===== config.mk =====
export PLATFORM = sky130hd
export DESIGN_NAME = cpu_mode_and_row_guard
export DESIGN_NICKNAME = d
export VERILOG_FILES = /design/src/core/cpu_mode_and_row_guard.v /design/src/core/segment_table.v
export VERILOG_INCLUDE_DIRS = /design/src /design/src/core
export SDC_FILE = /design/constraint.sdc
export NUM_CORES = 2
export LEC_CHECK = 0
export BUFFER_PORTS_ARGS = -buffer_cell sky130_fd_sc_hd__buf_2
export CAP_MARGIN = 20
export CORE_UTILIZATION = 25
export DETAILED_ROUTE_END_ITERATION = 10
export GPL_ROUTABILITY_DRIVEN = 0
export REMOVE_ABC_BUFFERS = 1
export SYNTH_ARGS = -nofsm -noshare
export SYNTH_HDL_FRONTEND = slang
export SYNTH_HIERARCHICAL = 1
export SYNTH_SLANG_ARGS = --single-unit

===== constraint.sdc =====
create_clock -name i_core_clk -period 15.84 [get_ports i_core_clk]
set_input_delay 3.168 -clock i_core_clk [delete_from_list [all_inputs] [get_ports i_core_clk]]
set_output_delay 3.168 -clock i_core_clk [all_outputs]
set_load 0.005 [all_outputs]

===== src/core/row_guard_defines.vh =====
`ifndef ROW_GUARD_DEFINES_VH
`define ROW_GUARD_DEFINES_VH

// ----------------------------------------
// Address widths and memory map
// ----------------------------------------
`define VA_W        24
`define PA_W        22
`define REGION_ROM  2'h0
`define REGION_EE   2'h1
`define REGION_RAM  2'h2
`define REGION_ROW  2'h3

// ----------------------------------------
// Implemented sizes and contactless parts
// ----------------------------------------
`define ROM_SIZE    22'h040000
`define EE_SIZE     22'h010000
`define RAM_SIZE    22'h002000
`define ROM_CL_SIZE 22'h008000
`define EE_CL_SIZE  22'h001000
`define RAM_CL_SIZE 22'h000200

// ----------------------------------------
// Protected row layout, byte offsets
// ----------------------------------------
`define ROW_BYTES   22'h000080
`define ROW_CARD    7'h2d
`define ROW_LOCK_LO 7'h2e
`define ROW_LOCK_HI 7'h2f
`define ROW_RO_LO   7'h30
`define ROW_WP_LO   7'h50
`define ROW_WO_LO   7'h60
`define ROW_CARD_BIT 0

// ----------------------------------------
// Timing, causes, segments
// ----------------------------------------
`define BOOT_CYC    3'h4
`define EXC_USER    3'h1
`define EXC_RANGE   3'h2
`define EXC_SVEC    3'h3
`define SEG_N       4
`define SEG_IW      2
`define PIN_RST     4'h2

`endif


===== src/core/cpu_mode_and_row_guard.v =====
`timescale 1ns/1ns
`include "row_guard_defines.vh"

// What this block does
// RQ1: Every reset starts in hidden boot mode
// RQ2: Hardware picks test mode or system mode
// RQ3: Boot may enter test or system, later contactless; never back
// RQ4: Test mode refused forever after delivery
// RQ5: Boot mode only right after reset
// RQ6: Super-system flag later selects contactless mode, test mode while in test mode
// RQ7: Software cannot change fuses or security options
// RQ8: Top 128 EEPROM bytes form guarded row
// RQ9: 32-byte area readable, never writable by software
// RQ10: 16-byte area software may write-protect
// RQ11: 32-byte write-once area, ones stay set
// RQ12: Disabled card never starts application again
// RQ13: Factory key area lies outside, unprotected
// RQ14: Non-test modes reach one part per memory
// RQ15: Test mode reaches both parts of memories
// RQ16: Partition fixed, set by contactless option only
// RQ17: Virtual addresses translated to physical ones
// RQ18: User mode segments with access and SFR rights
// RQ19: Status word holds super-system and system flags
// RQ20: Direct flag writes can only clear
// RQ21: Forbidden or out-of-range access raises exception
// RQ22: Refused row writes leave content unchanged
module cpu_mode_and_row_guard (
	input  wire                 i_core_clk,
	input  wire                 i_rst,
	input  wire                 i_test_avail,
	input  wire                 i_delivered,
	input  wire                 i_cl_option,
	input  wire                 i_card_dis_option,
	input  wire                 i_flag_wr,
	input  wire [1:0]           i_flag_wdata,
	input  wire                 i_exc_entry,
	input  wire                 i_svec_call,
	input  wire                 i_cvec_call,
	input  wire                 i_user_call,
	input  wire                 i_reti,
	input  wire [1:0]           i_reti_flags,
	input  wire [15:0]          i_cl_sfr_rights,
	input  wire                 i_seg_wr,
	input  wire [`SEG_IW-1:0]   i_seg_idx,
	input  wire [`VA_W-1:0]     i_seg_start,
	input  wire [`VA_W-1:0]     i_seg_end,
	input  wire [`VA_W-1:0]     i_seg_off,
	input  wire [2:0]           i_seg_rights,
	input  wire [15:0]          i_seg_sfr,
	input  wire                 i_acc_valid,
	input  wire                 i_acc_write,
	input  wire                 i_acc_exec,
	input  wire [`VA_W-1:0]     i_acc_vaddr,
	input  wire [7:0]           i_acc_wdata,
	output reg                  o_mem_valid,
	output reg                  o_mem_write,
	output reg  [1:0]           o_mem_sel,
	output reg  [`PA_W-1:0]     o_mem_paddr,
	output reg  [7:0]           o_mem_wdata,
	output reg                  o_row_rvalid,
	output reg  [7:0]           o_row_rdata,
	output reg                  o_exc,
	output reg  [2:0]           o_exc_cause,
	output wire [1:0]           o_mode_status_word,
	output wire [2:0]           o_cpu_mode,
	output reg  [15:0]          o_sfr_rights,
	output wire                 o_card_dead
);

localparam [2:0] MODE_BOOT = 3'h0;
localparam [2:0] MODE_TEST = 3'h1;
localparam [2:0] MODE_CL   = 3'h2;
localparam [2:0] MODE_SYS  = 3'h3;
localparam [2:0] MODE_USER = 3'h4;
localparam [2:0] MODE_DEAD = 3'h5;

reg  [3:0]        s1;
reg  [3:0]        s2;
reg  [3:0]        s3;
reg  [3:0]        pin_f;
reg  [2:0]        mode;
reg  [2:0]        next_mode;
reg  [2:0]        boot_cnt;
reg               cl_cfg;
reg               card_opt;
reg  [7:0]        row [0:127];
wire              super_system_flag;
wire              system_level_flag;
wire              boot_end;
wire              test_ok;
wire              card_off;
wire              seg_ok;
wire [`VA_W-1:0]  seg_va;
wire [15:0]       seg_sfr;
wire [`VA_W-1:0]  va_eff;
wire [1:0]        region;
wire [`PA_W-1:0]  off;
wire [6:0]        roff;
wire [15:0]       lock;
reg  [`PA_W-1:0]  base;
reg  [`PA_W-1:0]  limit;
reg  [2:0]        cause;
integer           n;

// ----------------------------------------
// Decoding helpers
// ----------------------------------------
function [2:0] flags_mode;
	input [1:0] f;
	input [2:0] cur;
	begin
		if (f[1])
			flags_mode = (cur == MODE_TEST) ? MODE_TEST : MODE_CL; // see RQ6
		else if (f[0])
			flags_mode = MODE_SYS;
		else
			flags_mode = MODE_USER; // see RQ19
	end
endfunction

function [`PA_W-1:0] mem_size;
	input [1:0] r;
	begin
		if (r == `REGION_ROM)
			mem_size = `ROM_SIZE;
		else if (r == `REGION_EE)
			mem_size = `EE_SIZE;
		else if (r == `REGION_RAM)
			mem_size = `RAM_SIZE;
		else
			mem_size = `ROW_BYTES;
	end
endfunction

function [`PA_W-1:0] cl_size;
	input [1:0] r;
	input       cl;
	begin
		if (!cl)
			cl_size = {`PA_W{1'b0}};
		else if (r == `REGION_ROM)
			cl_size = `ROM_CL_SIZE;
		else if (r == `REGION_EE)
			cl_size = `EE_CL_SIZE;
		else if (r == `REGION_RAM)
			cl_size = `RAM_CL_SIZE;
		else
			cl_size = {`PA_W{1'b0}};
	end
endfunction

// New row byte for a write; refused parts keep the old value
function [7:0] row_merge;
	input [6:0] a;
	input [7:0] old;
	input [7:0] wd;
	input       lk;
	input       tm;
	begin
		if (tm)
			row_merge = wd;
		else if (a < `ROW_CARD)
			row_merge = old; // see RQ7
		else if (a < `ROW_RO_LO)
			row_merge = old | wd;
		else if (a < `ROW_WP_LO)
			row_merge = old; // see RQ9
		else if (a < `ROW_WO_LO)
			row_merge = lk ? old : wd; // see RQ10
		else
			row_merge = old | wd; // see RQ11
	end
endfunction

// ----------------------------------------
// Pin synchronisers
// ----------------------------------------
// Bits: 0 test avail, 1 delivered, 2 contactless, 3 card disable
localparam [3:0] PIN_INIT = `PIN_RST;
genvar g;
generate
	for (g = 0; g < 4; g = g + 1) begin : pin_sync
		always @(posedge i_core_clk) begin
			// Chain runs through reset so pins are settled at boot end
			s1[g] <= (g == 0) ? i_test_avail :
			         (g == 1) ? i_delivered :
			         (g == 2) ? i_cl_option : i_card_dis_option;
			s2[g] <= s1[g];
			s3[g] <= s2[g];
			if (i_rst)
				pin_f[g] <= PIN_INIT[g];
			else if (s2[g] == s3[g])
				pin_f[g] <= s3[g];
		end
	end
endgenerate

// ----------------------------------------
// Mode sequencing
// ----------------------------------------
assign boot_end = (mode == MODE_BOOT) && (boot_cnt == `BOOT_CYC - 3'h1);
assign test_ok  = pin_f[0] && !pin_f[1]; // see RQ4
assign card_off = pin_f[3] && row[`ROW_CARD][`ROW_CARD_BIT];
assign super_system_flag = (mode == MODE_BOOT) || (mode == MODE_TEST) ||
                           (mode == MODE_CL);
assign system_level_flag = (mode == MODE_SYS);
assign o_mode_status_word = {super_system_flag, system_level_flag}; // see RQ19
assign o_cpu_mode  = mode;
assign o_card_dead = (mode == MODE_DEAD);

always @* begin
	next_mode = mode;
	case (mode)
	MODE_BOOT: begin
		if (boot_end) begin
			if (test_ok)
				next_mode = MODE_TEST; // see RQ2
			else if (card_off)
				next_mode = MODE_DEAD; // see RQ12
			else
				next_mode = MODE_SYS; // see RQ2
		end
	end
	MODE_DEAD: begin
		next_mode = MODE_DEAD;
	end
	default: begin
		// Nothing here returns to boot; only reset does
		if (i_exc_entry || i_svec_call) begin
			if (mode == MODE_USER)
				next_mode = MODE_SYS;
		end else if (i_reti) begin
			next_mode = flags_mode(i_reti_flags, mode); // see RQ5
		end else if (i_cvec_call && cl_cfg) begin
			next_mode = MODE_CL; // see RQ3
		end else if (i_user_call && mode == MODE_SYS) begin
			next_mode = MODE_USER;
		end else if (i_flag_wr) begin
			next_mode = flags_mode(o_mode_status_word & i_flag_wdata,
			                       mode); // see RQ20
		end
	end
	endcase
end

always @(posedge i_core_clk) begin
	if (i_rst) begin
		mode     <= MODE_BOOT; // see RQ1
		boot_cnt <= 3'h0;
		cl_cfg   <= 1'b0;
		card_opt <= 1'b0;
	end else begin
		mode <= next_mode;
		if (mode == MODE_BOOT && !boot_end)
			boot_cnt <= boot_cnt + 3'h1;
		// Options captured once; no run-time path changes them
		if (boot_end) begin
			cl_cfg   <= pin_f[2]; // see RQ16
			card_opt <= pin_f[3]; // see RQ7
		end
	end
end

// ----------------------------------------
// Address translation and partition
// ----------------------------------------
segment_table u_seg (
	.i_core_clk (i_core_clk),
	.i_rst      (i_rst),
	.i_wr       (i_seg_wr && mode == MODE_SYS),
	.i_idx      (i_seg_idx),
	.i_start    (i_seg_start),
	.i_end      (i_seg_end),
	.i_off      (i_seg_off),
	.i_rights   (i_seg_rights),
	.i_sfr      (i_seg_sfr),
	.i_va       (i_acc_vaddr),
	.i_write    (i_acc_write),
	.i_exec     (i_acc_exec),
	.o_ok       (seg_ok),
	.o_va       (seg_va),
	.o_sfr      (seg_sfr)
);

assign va_eff = (mode == MODE_USER) ? seg_va : i_acc_vaddr; // see RQ18
assign region = va_eff[`VA_W-1:`PA_W];
assign off    = va_eff[`PA_W-1:0];
assign roff   = off[6:0];
assign lock   = {row[`ROW_LOCK_HI], row[`ROW_LOCK_LO]};

// Contactless part sits at the bottom, the other part above it
always @* begin
	if (mode == MODE_TEST) begin
		base  = {`PA_W{1'b0}};
		limit = mem_size(region); // see RQ15
	end else if (mode == MODE_CL) begin
		base  = {`PA_W{1'b0}};
		limit = cl_size(region, cl_cfg); // see RQ14
	end else begin
		base  = cl_size(region, cl_cfg);
		limit = mem_size(region) - cl_size(region, cl_cfg); // see RQ14
		// Row space is cut from what software may store
		if (region == `REGION_EE)
			limit = limit - `ROW_BYTES; // see RQ8
	end
end

always @* begin
	cause = 3'h0;
	if (i_svec_call && mode != MODE_USER && mode != MODE_BOOT)
		cause = `EXC_SVEC;
	else if (i_acc_valid && mode == MODE_USER && !seg_ok)
		cause = `EXC_USER; // see RQ21
	else if (i_acc_valid && off >= limit)
		cause = `EXC_RANGE; // see RQ21
end

// ----------------------------------------
// Access pipeline and protected row
// ----------------------------------------
always @(posedge i_core_clk) begin
	if (i_rst) begin
		o_mem_valid  <= 1'b0;
		o_mem_write  <= 1'b0;
		o_mem_sel    <= 2'h0;
		o_mem_paddr  <= {`PA_W{1'b0}};
		o_mem_wdata  <= 8'h00;
		o_row_rvalid <= 1'b0;
		o_row_rdata  <= 8'h00;
		o_exc        <= 1'b0;
		o_exc_cause  <= 3'h0;
	end else begin
		o_mem_valid  <= 1'b0;
		o_row_rvalid <= 1'b0;
		o_exc        <= cause != 3'h0;
		o_exc_cause  <= cause;
		if (i_acc_valid && cause == 3'h0 && mode != MODE_DEAD) begin
			if (region == `REGION_ROW) begin
				// Row never reaches the EEPROM port; served here
				o_row_rvalid <= !i_acc_write;
				if (mode != MODE_TEST && roff < `ROW_CARD)
					o_row_rdata <= 8'h00; // see RQ7
				else
					o_row_rdata <= row[roff]; // see RQ8
			end else begin
				o_mem_valid <= 1'b1;
				o_mem_write <= i_acc_write;
				o_mem_sel   <= region;
				o_mem_paddr <= base + off; // see RQ17
				o_mem_wdata <= i_acc_wdata;
			end
		end
	end
end

// Row acts as non-volatile storage; reset leaves it alone
initial begin
	for (n = 0; n < 128; n = n + 1)
		row[n] = 8'h00;
end

always @(posedge i_core_clk) begin
	if (!i_rst && i_acc_valid && i_acc_write && cause == 3'h0 &&
	    mode != MODE_DEAD && region == `REGION_ROW)
		row[roff] <= row_merge(roff, row[roff], i_acc_wdata,
		                       lock[roff[3:0]], mode == MODE_TEST); // see RQ22
end

// ----------------------------------------
// Peripheral rights per mode
// ----------------------------------------
always @(posedge i_core_clk) begin
	if (i_rst) begin
		o_sfr_rights <= 16'hffff;
	end else if (mode == MODE_USER) begin
		if (i_acc_valid && i_acc_exec && seg_ok)
			o_sfr_rights <= seg_sfr; // see RQ18
	end else if (mode == MODE_CL) begin
		o_sfr_rights <= i_cl_sfr_rights;
	end else begin
		o_sfr_rights <= 16'hffff;
	end
end

// The factory key area is plain EEPROM outside the row, no guard here; see RQ13

endmodule


===== src/core/segment_table.v =====
`timescale 1ns/1ns
`include "row_guard_defines.vh"

module segment_table (
	input  wire                 i_core_clk,
	input  wire                 i_rst,
	input  wire                 i_wr,
	input  wire [`SEG_IW-1:0]   i_idx,
	input  wire [`VA_W-1:0]     i_start,
	input  wire [`VA_W-1:0]     i_end,
	input  wire [`VA_W-1:0]     i_off,
	input  wire [2:0]           i_rights,
	input  wire [15:0]          i_sfr,
	input  wire [`VA_W-1:0]     i_va,
	input  wire                 i_write,
	input  wire                 i_exec,
	output reg                  o_ok,
	output reg  [`VA_W-1:0]     o_va,
	output reg  [15:0]          o_sfr
);

reg  [`VA_W-1:0]  seg_start  [0:`SEG_N-1];
reg  [`VA_W-1:0]  seg_end    [0:`SEG_N-1];
reg  [`VA_W-1:0]  seg_off    [0:`SEG_N-1];
reg  [2:0]        seg_rights [0:`SEG_N-1];
reg  [15:0]       seg_sfr    [0:`SEG_N-1];
wire [2:0]        need;
integer           k;

// ----------------------------------------
// Table storage, written from system mode
// ----------------------------------------
genvar g;
generate
	for (g = 0; g < `SEG_N; g = g + 1) begin : seg_reg
		always @(posedge i_core_clk) begin
			if (i_rst) begin
				seg_start[g]  <= {`VA_W{1'b0}};
				seg_end[g]    <= {`VA_W{1'b0}};
				seg_off[g]    <= {`VA_W{1'b0}};
				seg_rights[g] <= 3'h0;
				seg_sfr[g]    <= 16'h0000;
			end else if (i_wr && i_idx == g) begin
				seg_start[g]  <= i_start;
				seg_end[g]    <= i_end;
				seg_off[g]    <= i_off;
				seg_rights[g] <= i_rights;
				seg_sfr[g]    <= i_sfr;
			end
		end
	end
endgenerate

// Rights bits: 0 read, 1 write, 2 execute
assign need = i_exec ? 3'h4 : (i_write ? 3'h2 : 3'h1);

// ----------------------------------------
// Lookup, lowest index wins
// ----------------------------------------
always @* begin
	o_ok  = 1'b0;
	o_va  = i_va;
	o_sfr = 16'h0000;
	for (k = `SEG_N - 1; k >= 0; k = k - 1) begin
		if (i_va >= seg_start[k] && i_va <= seg_end[k]) begin
			o_ok  = (seg_rights[k] & need) != 3'h0; // see RQ18
			o_va  = i_va + seg_off[k];
			o_sfr = seg_sfr[k];
		end
	end
end

endmodule


Yosys cells after proc, flatten, opt, wreduce, memory -nomap -nowiden
Memories as Yosys holds them, arrays and structs flattened.
Cells that the tools add are included.
- memories: 6
- bits in registers: 86
- output and inout bits: 69
- bits of input ports: 161
- RAM bits: 1388
- memory list (name ; depth ; width ; rd ports ; clocked after memory_dff ; write ports ; RTL line ; text):
    row ; 128 ; 8 ; 4 ; 0 ; 1 ; cpu_mode_and_row_guard.v:86 ; reg [7:0] row [0:127];
    u_seg.seg_end ; 4 ; 24 ; 4 ; 0 ; 4 ; segment_table.v:23 ; reg [`VA_W-1:0] seg_end [0:`SEG_N-1];
    u_seg.seg_off ; 4 ; 24 ; 4 ; 0 ; 4 ; segment_table.v:24 ; reg [`VA_W-1:0] seg_off [0:`SEG_N-1];
    u_seg.seg_start ; 4 ; 24 ; 4 ; 0 ; 4 ; segment_table.v:22 ; reg [`VA_W-1:0] seg_start [0:`SEG_N-1];
    u_seg.seg_sfr ; 4 ; 16 ; 4 ; 0 ; 4 ; segment_table.v:26 ; reg [15:0] seg_sfr [0:`SEG_N-1];
    u_seg.seg_rights ; 4 ; 3 ; 4 ; 0 ; 4 ; segment_table.v:25 ; reg [2:0] seg_rights [0:`SEG_N-1];
- mux-type cells: 99
- bitwise operators: 28
- order comparisons: 14
- reduce and logical (&&, ||, !) cells: 54
- add/subtract/negate cells: 8
- equal/unequal tests: 22
- operators by type and width (kind ; count):
    two-way mux 24 bit ; 17
    two-way mux 16 bit ; 13
    two-way mux 22 bit ; 9
    adder 24 bit ; 4
    greater-or-equal comparator 24 bit ; 4
    less-or-equal comparator 24 bit ; 4
    two-way mux 8 bit ; 8
    two-way mux 3 bit ; 18
    logical AND 1 bit ; 30
    adder 22 bit ; 1
    greater-or-equal comparator 22 bit ; 1
    two-way mux 1 bit ; 22
    subtractor 22 bit ; 1
    subtractor 22 x 8 -> 22 bit (second input constant) ; 1
    bitwise OR 1 bit ; 20
    two-way mux 19 bit ; 1
    nonzero test 3 bit ; 6
    two-way mux 17 bit ; 1
    less-than comparator 7 x 6 -> 1 bit (second input constant) ; 2
    less-than comparator 7 bit (second input constant) ; 2
    two-way mux 14 bit ; 1
    two-way mux 13 bit ; 1
    AND 3 bit ; 4
    two-way mux 10 bit ; 1
    other kinds (28) ; 53

Logic depth before layout (Yosys ltp)
An unclocked memory read counts as a cell.
- depth after elaboration: 31
- depth in mapped cells: 34
- mapped depth without buffers: 31

Hierarchy
Netlist, hierarchy kept.
- modules (own cells, without submodules) (module ; area each (sq um) ; cells each ; sequential area each (sq um) ; times used):
    cpu_mode_and_row_guard ; 42931.2 ; 2777 ; 32451.1 ; 1
    segment_table ; 24392.1 ; 2346 ; 10930.5 ; 1

Worst setup path after synthesis
OpenSTA, ideal clock, no wires.
- path type: input-to-reg
- start point: in i_acc_vaddr[13]
- end point: mem row[0][0] (data pin)
- stages: 23
- data arrival time: 12.758 ns
- slack: 1.843 ns
- library setup time: 1.239 ns
- data required time: 14.601 ns
- buffers on the path: 6
- cells stage by stage: ha_1 a21o_1 a21o_1 a221o_1 a221oi_1 o21ai_1 o21a_1 buf_2 a21o_1 o22a_1 clkbuf_1 nor3b_1 mux2_2 clkbuf_1 clkbuf_1 clkbuf_1 buf_2 a22oi_1 o211ai_1 a22oi_1 nand2_1 o311ai_0 o32ai_1
- word-level cells in the longest chain between the ends: 16
- ends and longest elaborated chain (what ; RTL line ; text):
    from (decl) ; cpu_mode_and_row_guard.v:53 ; input wire [`VA_W-1:0] i_acc_vaddr,
    greater-or-equal comparator 24 bit / less-or-equal comparator 24 bit (equally long branches) ; segment_table.v:65 ; if (i_va >= seg_start[k] && i_va <= seg_end[k]) begin
    logical AND 1 bit ; segment_table.v:65 ;
    two-way mux 24 bit (3 in series) ; segment_table.v:65 ;
    two-way mux 24 bit * ; segment_table.v:65 ;
    via seg_va[0] ; cpu_mode_and_row_guard.v:93 ; wire [`VA_W-1:0] seg_va;
    two-way mux 24 bit * ; cpu_mode_and_row_guard.v:285 ; assign va_eff = (mode == MODE_USER) ? seg_va : i_acc_vaddr;
    parallel branches: the longest is 6 deep, another holds memory read (128 x 8 bit) ; n/a ;
    two-way mux 8 bit * ; cpu_mode_and_row_guard.v:162 ; else if (a < `ROW_CARD)
    two-way mux 8 bit * ; cpu_mode_and_row_guard.v:160 ; if (tm)
    two-way mux 8 bit * ; cpu_mode_and_row_guard.v:363 ; if (!i_rst && i_acc_valid && i_acc_write && cause == 3'h0 &&
    to (decl) ; cpu_mode_and_row_guard.v:86 ;
Mark *: on every way through the listed nets, which the timed path passes. The select of a mux whose other input is x is not followed.

Worst setup path in the final report
- start point: in i_acc_vaddr[0]
- end point: mem row[64][6], enable pin
- word-level cells in the longest chain between the ends: 30
- ends and longest elaborated chain (what ; RTL line ; text):
    greater-or-equal comparator 24 bit / less-or-equal comparator 24 bit (equally long branches) ; segment_table.v:65 ;
    logical AND 1 bit ; segment_table.v:65 ;
    two-way mux 24 bit (3 in series) ; segment_table.v:65 ;
    two-way mux 24 bit * ; segment_table.v:65 ;
    via seg_va[23] ; cpu_mode_and_row_guard.v:93 ;
    two-way mux 24 bit * ; cpu_mode_and_row_guard.v:285 ;
    == test 2 bit (no line) ; n/a ;
    two-way mux 10 bit ; cpu_mode_and_row_guard.v:145 ; else if (r == `REGION_RAM)
    [12 not listed] ; n/a ;
    two-way mux 2 bit ; cpu_mode_and_row_guard.v:314 ; else if (i_acc_valid && off >= limit)
    two-way mux 2 bit ; cpu_mode_and_row_guard.v:312 ; else if (i_acc_valid && mode == MODE_USER && !seg_ok)
    two-way mux 2 bit ; cpu_mode_and_row_guard.v:310 ; if (i_svec_call && mode != MODE_USER && mode != MODE_BOOT)
    logical NOT 3 bit ; cpu_mode_and_row_guard.v:363 ;
    logical AND 1 bit (2 in series) ; cpu_mode_and_row_guard.v:363 ;
    logical AND 1 bit (no line) * ; n/a ;
    two-way mux 1 bit * ; cpu_mode_and_row_guard.v:363 ;
    two-way mux 1 bit (implied by the code) * ; cpu_mode_and_row_guard.v:365 ; row[roff] <= row_merge(roff, row[roff], i_acc_wdata,
Mark *: on every way through the listed nets, which the timed path passes. The rest lies on a longest branch. The select of a mux whose other input is x is not followed.

==> results.txt <==
- Total of cells resized after clock tree synthesis: 0
- Hold_buf cts: 0
- Post-layout worst setup margin: 3.63 ns
- Yosys cell types: 96
- Register bit count reported by yosys: 1473
- For this run, the register share of the synthesized area comes to 0.644.
* Clock net sink count: 1473
- Floorplan die width: 521 um
* Fraction of layout cells with a size suffix above 1: 0.117
* Instance count of the mapped netlist: slightly above 5000
- CTS HTree Levels: 4
* Simple-gate portion of the synthesized area: 0.103
- Post-CTS setup buffer count: 0
- Timing would allow up to 81.9 MHz.
- The max-slew violation count is 0.
- Terminus of the critical flop-to-flop path: row[64][6]$_DFFE_PP_
- The worst register-to-register path begins at u_seg/seg_end[0][19]$_SDFFCE_PN0P_.
- The die is 521 um tall.
* Count of max-cap constraint violations: 0
- The worst setup path is of the in -> reg kind.
- In this design, the stage delay of the slowest critical-path cell is ~0.83 ns.
- The synthesized design contains 1388 enable-type register cells.
- Of the total synthesized cell area, the portion taken by full adders, half adders and majority gates is 0.0586.
- Antenna viol nets, final: 0
- Setup violations remaining at the end of the flow were counted as 0.
- Entering global routing, the biggest net connects 129 pins.
- Maximum count of clock buffers along a single path: 3
* Core Footprint: 0.268 mm2
- With fillers left out, the area of the finished cells amounts to 0.0781 mm2.
* Startpoint class of the critical path: input pin
* Logic depth of the worst setup path including buffers: 29
* Result of the run: finished clean
- The path with the worst hold slack has its endpoint at s2[0]$_DFF_P_.
- VDD sags by at most 0.167 mV.
- The wire-length estimate of the detail-placed layout is between 100 and 150 mm.
* Power after layout: 10300 uW
- The filler cells instantiated in the layout total 26800.
* Area used by multi-input combinational logic: 0.0223 mm2
- Critical path's slowest cell: sky130_fd_sc_hd__and4b_1
- Clock transition at path regs: about 0.060 ns
* Synth Area per Inst: 13.1 um2
* Cells taking the most area after synthesis: sky130_fd_sc_hd__edfxtp_1 62%, sky130_fd_sc_hd__ha_1 5.7%, sky130_fd_sc_hd__and2_1 3.4%, sky130_fd_sc_hd__a22oi_1 2.6%, sky130_fd_sc_hd__dfxtp_1 2.5%
- Cell taking the most area after synthesis: sky130_fd_sc_hd__edfxtp_1
- In the final design database the tool counted 5817 nets.
- The initial antenna violation count is 38.
* Cts bufs inserted: 153
* Global route overflow: 0
- The worst setup path is captured at a flip-flop.
- Num rows: between 150 and 200
- Registers take 0.0434 mm2.
- Xor and xnor fraction of the mapped netlist area: 0.0100
- Detailed-router iteration count before antenna repair: 8
- PD cells: 132 mW/mm2
- Data required time of the critical path: 16.21 ns
- Worst Path Max Fanout: 58
* Min Clock Period, post-route: 12.21 ns
- Post-Syn Area: roughly 0.067 mm2
* GR Util All Layers: 0.156
- Transition time at the pin with the least slew margin: 1.14 ns
* # port buffers: 228
- Post-DR vias/cell: 5.13
- The startpoint identified for the worst hold timing path is s1[0]$_DFF_P_.
* Buf+Inv Stages, Crit Path: 3
* Initial standard-cell utilization of the core: 0.251
- Total leakage power: 0.0270 uW
- The compound-gate portion of the synthesized area was 0.141.
* Cell area after placement: 0.0729 mm2
- In the routed design, unresolved DRC markers number 0.
- Most frequently used cell type in the post-synthesis netlist: sky130_fd_sc_hd__edfxtp_1
* Worst slew margin relative to its limit: 0.233
* Hold Violations, Final: 0
* CTS Root Buffer Type: sky130_fd_sc_hd__clkbuf_16
- After synthesis, the largest family of logic cells by area is compound AO/OA/AOI/OAI gates.
- Prior to clock tree synthesis, the placed netlist has a worst setup slack of between 2 and 3 ns.
* Warning count from the yosys run: 6
- The die covers around 0.27 mm2.
* Overall routed net length: 218 mm
- CTS tree: yes
- STA puts the critical path data arrival time at 12.59 ns.
* Share of synthesized area spent on multiplexers: 0.0134
- Compared with the post-synthesis result, the final layout area differs by 16.0%.
- Reg-to-reg slack, setup: 6.15 ns
- Of all flip-flops after synthesis, the portion carrying an async set or reset was 0.
- Largest clock skew in the final design: 0.0914 ns
- Post-route clock period utilization: 0.771
- Most numerous cell types in the synthesized netlist: 1388 x sky130_fd_sc_hd__edfxtp_1, 367 x sky130_fd_sc_hd__and2_1, 309 x sky130_fd_sc_hd__ha_1, 301 x sky130_fd_sc_hd__nand2_1, 293 x sky130_fd_sc_hd__nor2_1
- Setup repair after global routing left no endpoint under its margin.
- The share of synthesized area in the top cell type comes to 0.619.
* Initial drt markers: roughly 6400
- After detailed routing, the average wire length per cell comes to between 20 and 25 um.
- The most used flip-flop cell after synthesis is sky130_fd_sc_hd__edfxtp_1.
- Counting cells, the worst reg-to-reg path comes to 28.
* CP delay by family, top: simple AND/OR/NAND/NOR gates
- Total via count in the routed design: 46300
- Number of global-route vias before repair: 44300
- The worst hold path was traced through 0 stages.
* Class of the tightest hold or removal check: reg -> reg
- Top-level I/O count: 230
* First-pass GRT wire length: 313 mm
* Clock latency on the worst-skew pair: 0.82 ns
[metal layers]
layer / vias to the layer above / routed length (um) / track usage
li1: 20200 / - / -
met1: 23000 / 91000 / 0.210
met2: 2656 / 98600 / 0.246
met3: 487 / 19900 / 0.0295
met4: 4 / 8670 / 0.0590
met5: - / 27 / 0
[registers in the layout, indices dropped and copies added (netlist names)]
register and cells:
row 1024, u_seg/seg_end 96, u_seg/seg_off 96, u_seg/seg_start 96, u_seg/seg_sfr 64, o_mem_paddr 22
o_sfr_rights 16, u_seg/seg_rights 12, o_mem_wdata 8, o_row_rdata 8, pin_f 4, s1 4
s2 4, s3 4, boot_cnt 3, o_cpu_mode 3, o_exc_cause 2, o_mem_sel 2
cl_cfg 1, o_exc 1, o_mem_valid 1, o_mem_write 1, o_row_rvalid 1
[how the worst max path moves through the flow]
stage	end	slack, ns	start
floorplan	row[0][0]$_DFFE_PP_	-2.80	i_acc_vaddr[18]
global placement	row[24][2]$_DFFE_PP_	3.03	i_acc_vaddr[0]
detailed placement	row[120][1]$_DFFE_PP_	2.83	i_acc_vaddr[0]
CTS	row[64][4]$_DFFE_PP_	3.65	i_acc_vaddr[0]
global route	row[120][7]$_DFFE_PP_	2.91	i_acc_vaddr[0]
finish	row[64][6]$_DFFE_PP_	3.63	i_acc_vaddr[0]
[cell families after synthesis]
| kind of cell | count (synthesis) |
|---|---|
| mux | 86 |
| xor+xnor | 77 |
| flops | 1473 |
| simple gates | 1346 |
| compound gates | 1346 |
| buf+inv | 480 |
| other cells | 2 |
| fa+ha+maj | 313 |
[layout make-up]
class,instances,area share
antenna,9,0.000288
clock inverter,89,0.0142
tap,3552,0.0569
inverter,233,0.0112
sequential,1473,0.555
clock buffer,190,0.0525
multi-input combinational,3171,0.285
timing repair buffer,311,0.0244
[where the power goes]
part,switching (uW),total (uW),internal (uW)
clock,1590,3730,2140
combinational,1380,1820,441
sequential,25.8,4780,4750
total,2990,10300,7340
[stage by stage]
step / hold WS [ns] / utilization / setup TNS, ns / instances
floorplan: 0.310 / - / -821.12 / 4877
global placement: 0.312 / 0.272 / 0 / 8740
detailed placement: 0.317 / 0.272 / 0 / 8740
CTS: 0.333 / 0.291 / 0 / 9019
global route: 0.344 / 0.291 / 0 / 9019
finish: 0.332 / 0.292 / 0 / 9028
[cell usage in the layout (no fill, tap or decap), types with 54 or more instances in the layout]
cell / synthesis / layout
sky130_fd_sc_hd__dfxtp_1: 85 / 85
sky130_fd_sc_hd__buf_4: 21 / 73
sky130_fd_sc_hd__buf_2: 76 / 227
sky130_fd_sc_hd__nand3_1: 92 / 92
sky130_fd_sc_hd__nor2_1: 293 / 291
sky130_fd_sc_hd__mux2i_1: 59 / 54
sky130_fd_sc_hd__nor3_1: 59 / 55
sky130_fd_sc_hd__a21o_1: 76 / 76
sky130_fd_sc_hd__and2_1: 367 / 367
sky130_fd_sc_hd__a22o_1: 73 / 72
sky130_fd_sc_hd__nand2_1: 301 / 301
sky130_fd_sc_hd__clkbuf_16: 0 / 157
sky130_fd_sc_hd__a31oi_1: 70 / 68
sky130_fd_sc_hd__o21ai_0: 153 / 151
sky130_fd_sc_hd__inv_1: 233 / 233
sky130_fd_sc_hd__edfxtp_1: 1388 / 1388
sky130_fd_sc_hd__a22oi_1: 233 / 233
sky130_fd_sc_hd__ha_1: 309 / 309
sky130_fd_sc_hd__a21oi_1: 253 / 251
sky130_fd_sc_hd__a221oi_1: 92 / 92
Note: power is estimated with default switching activity, not from simulation.
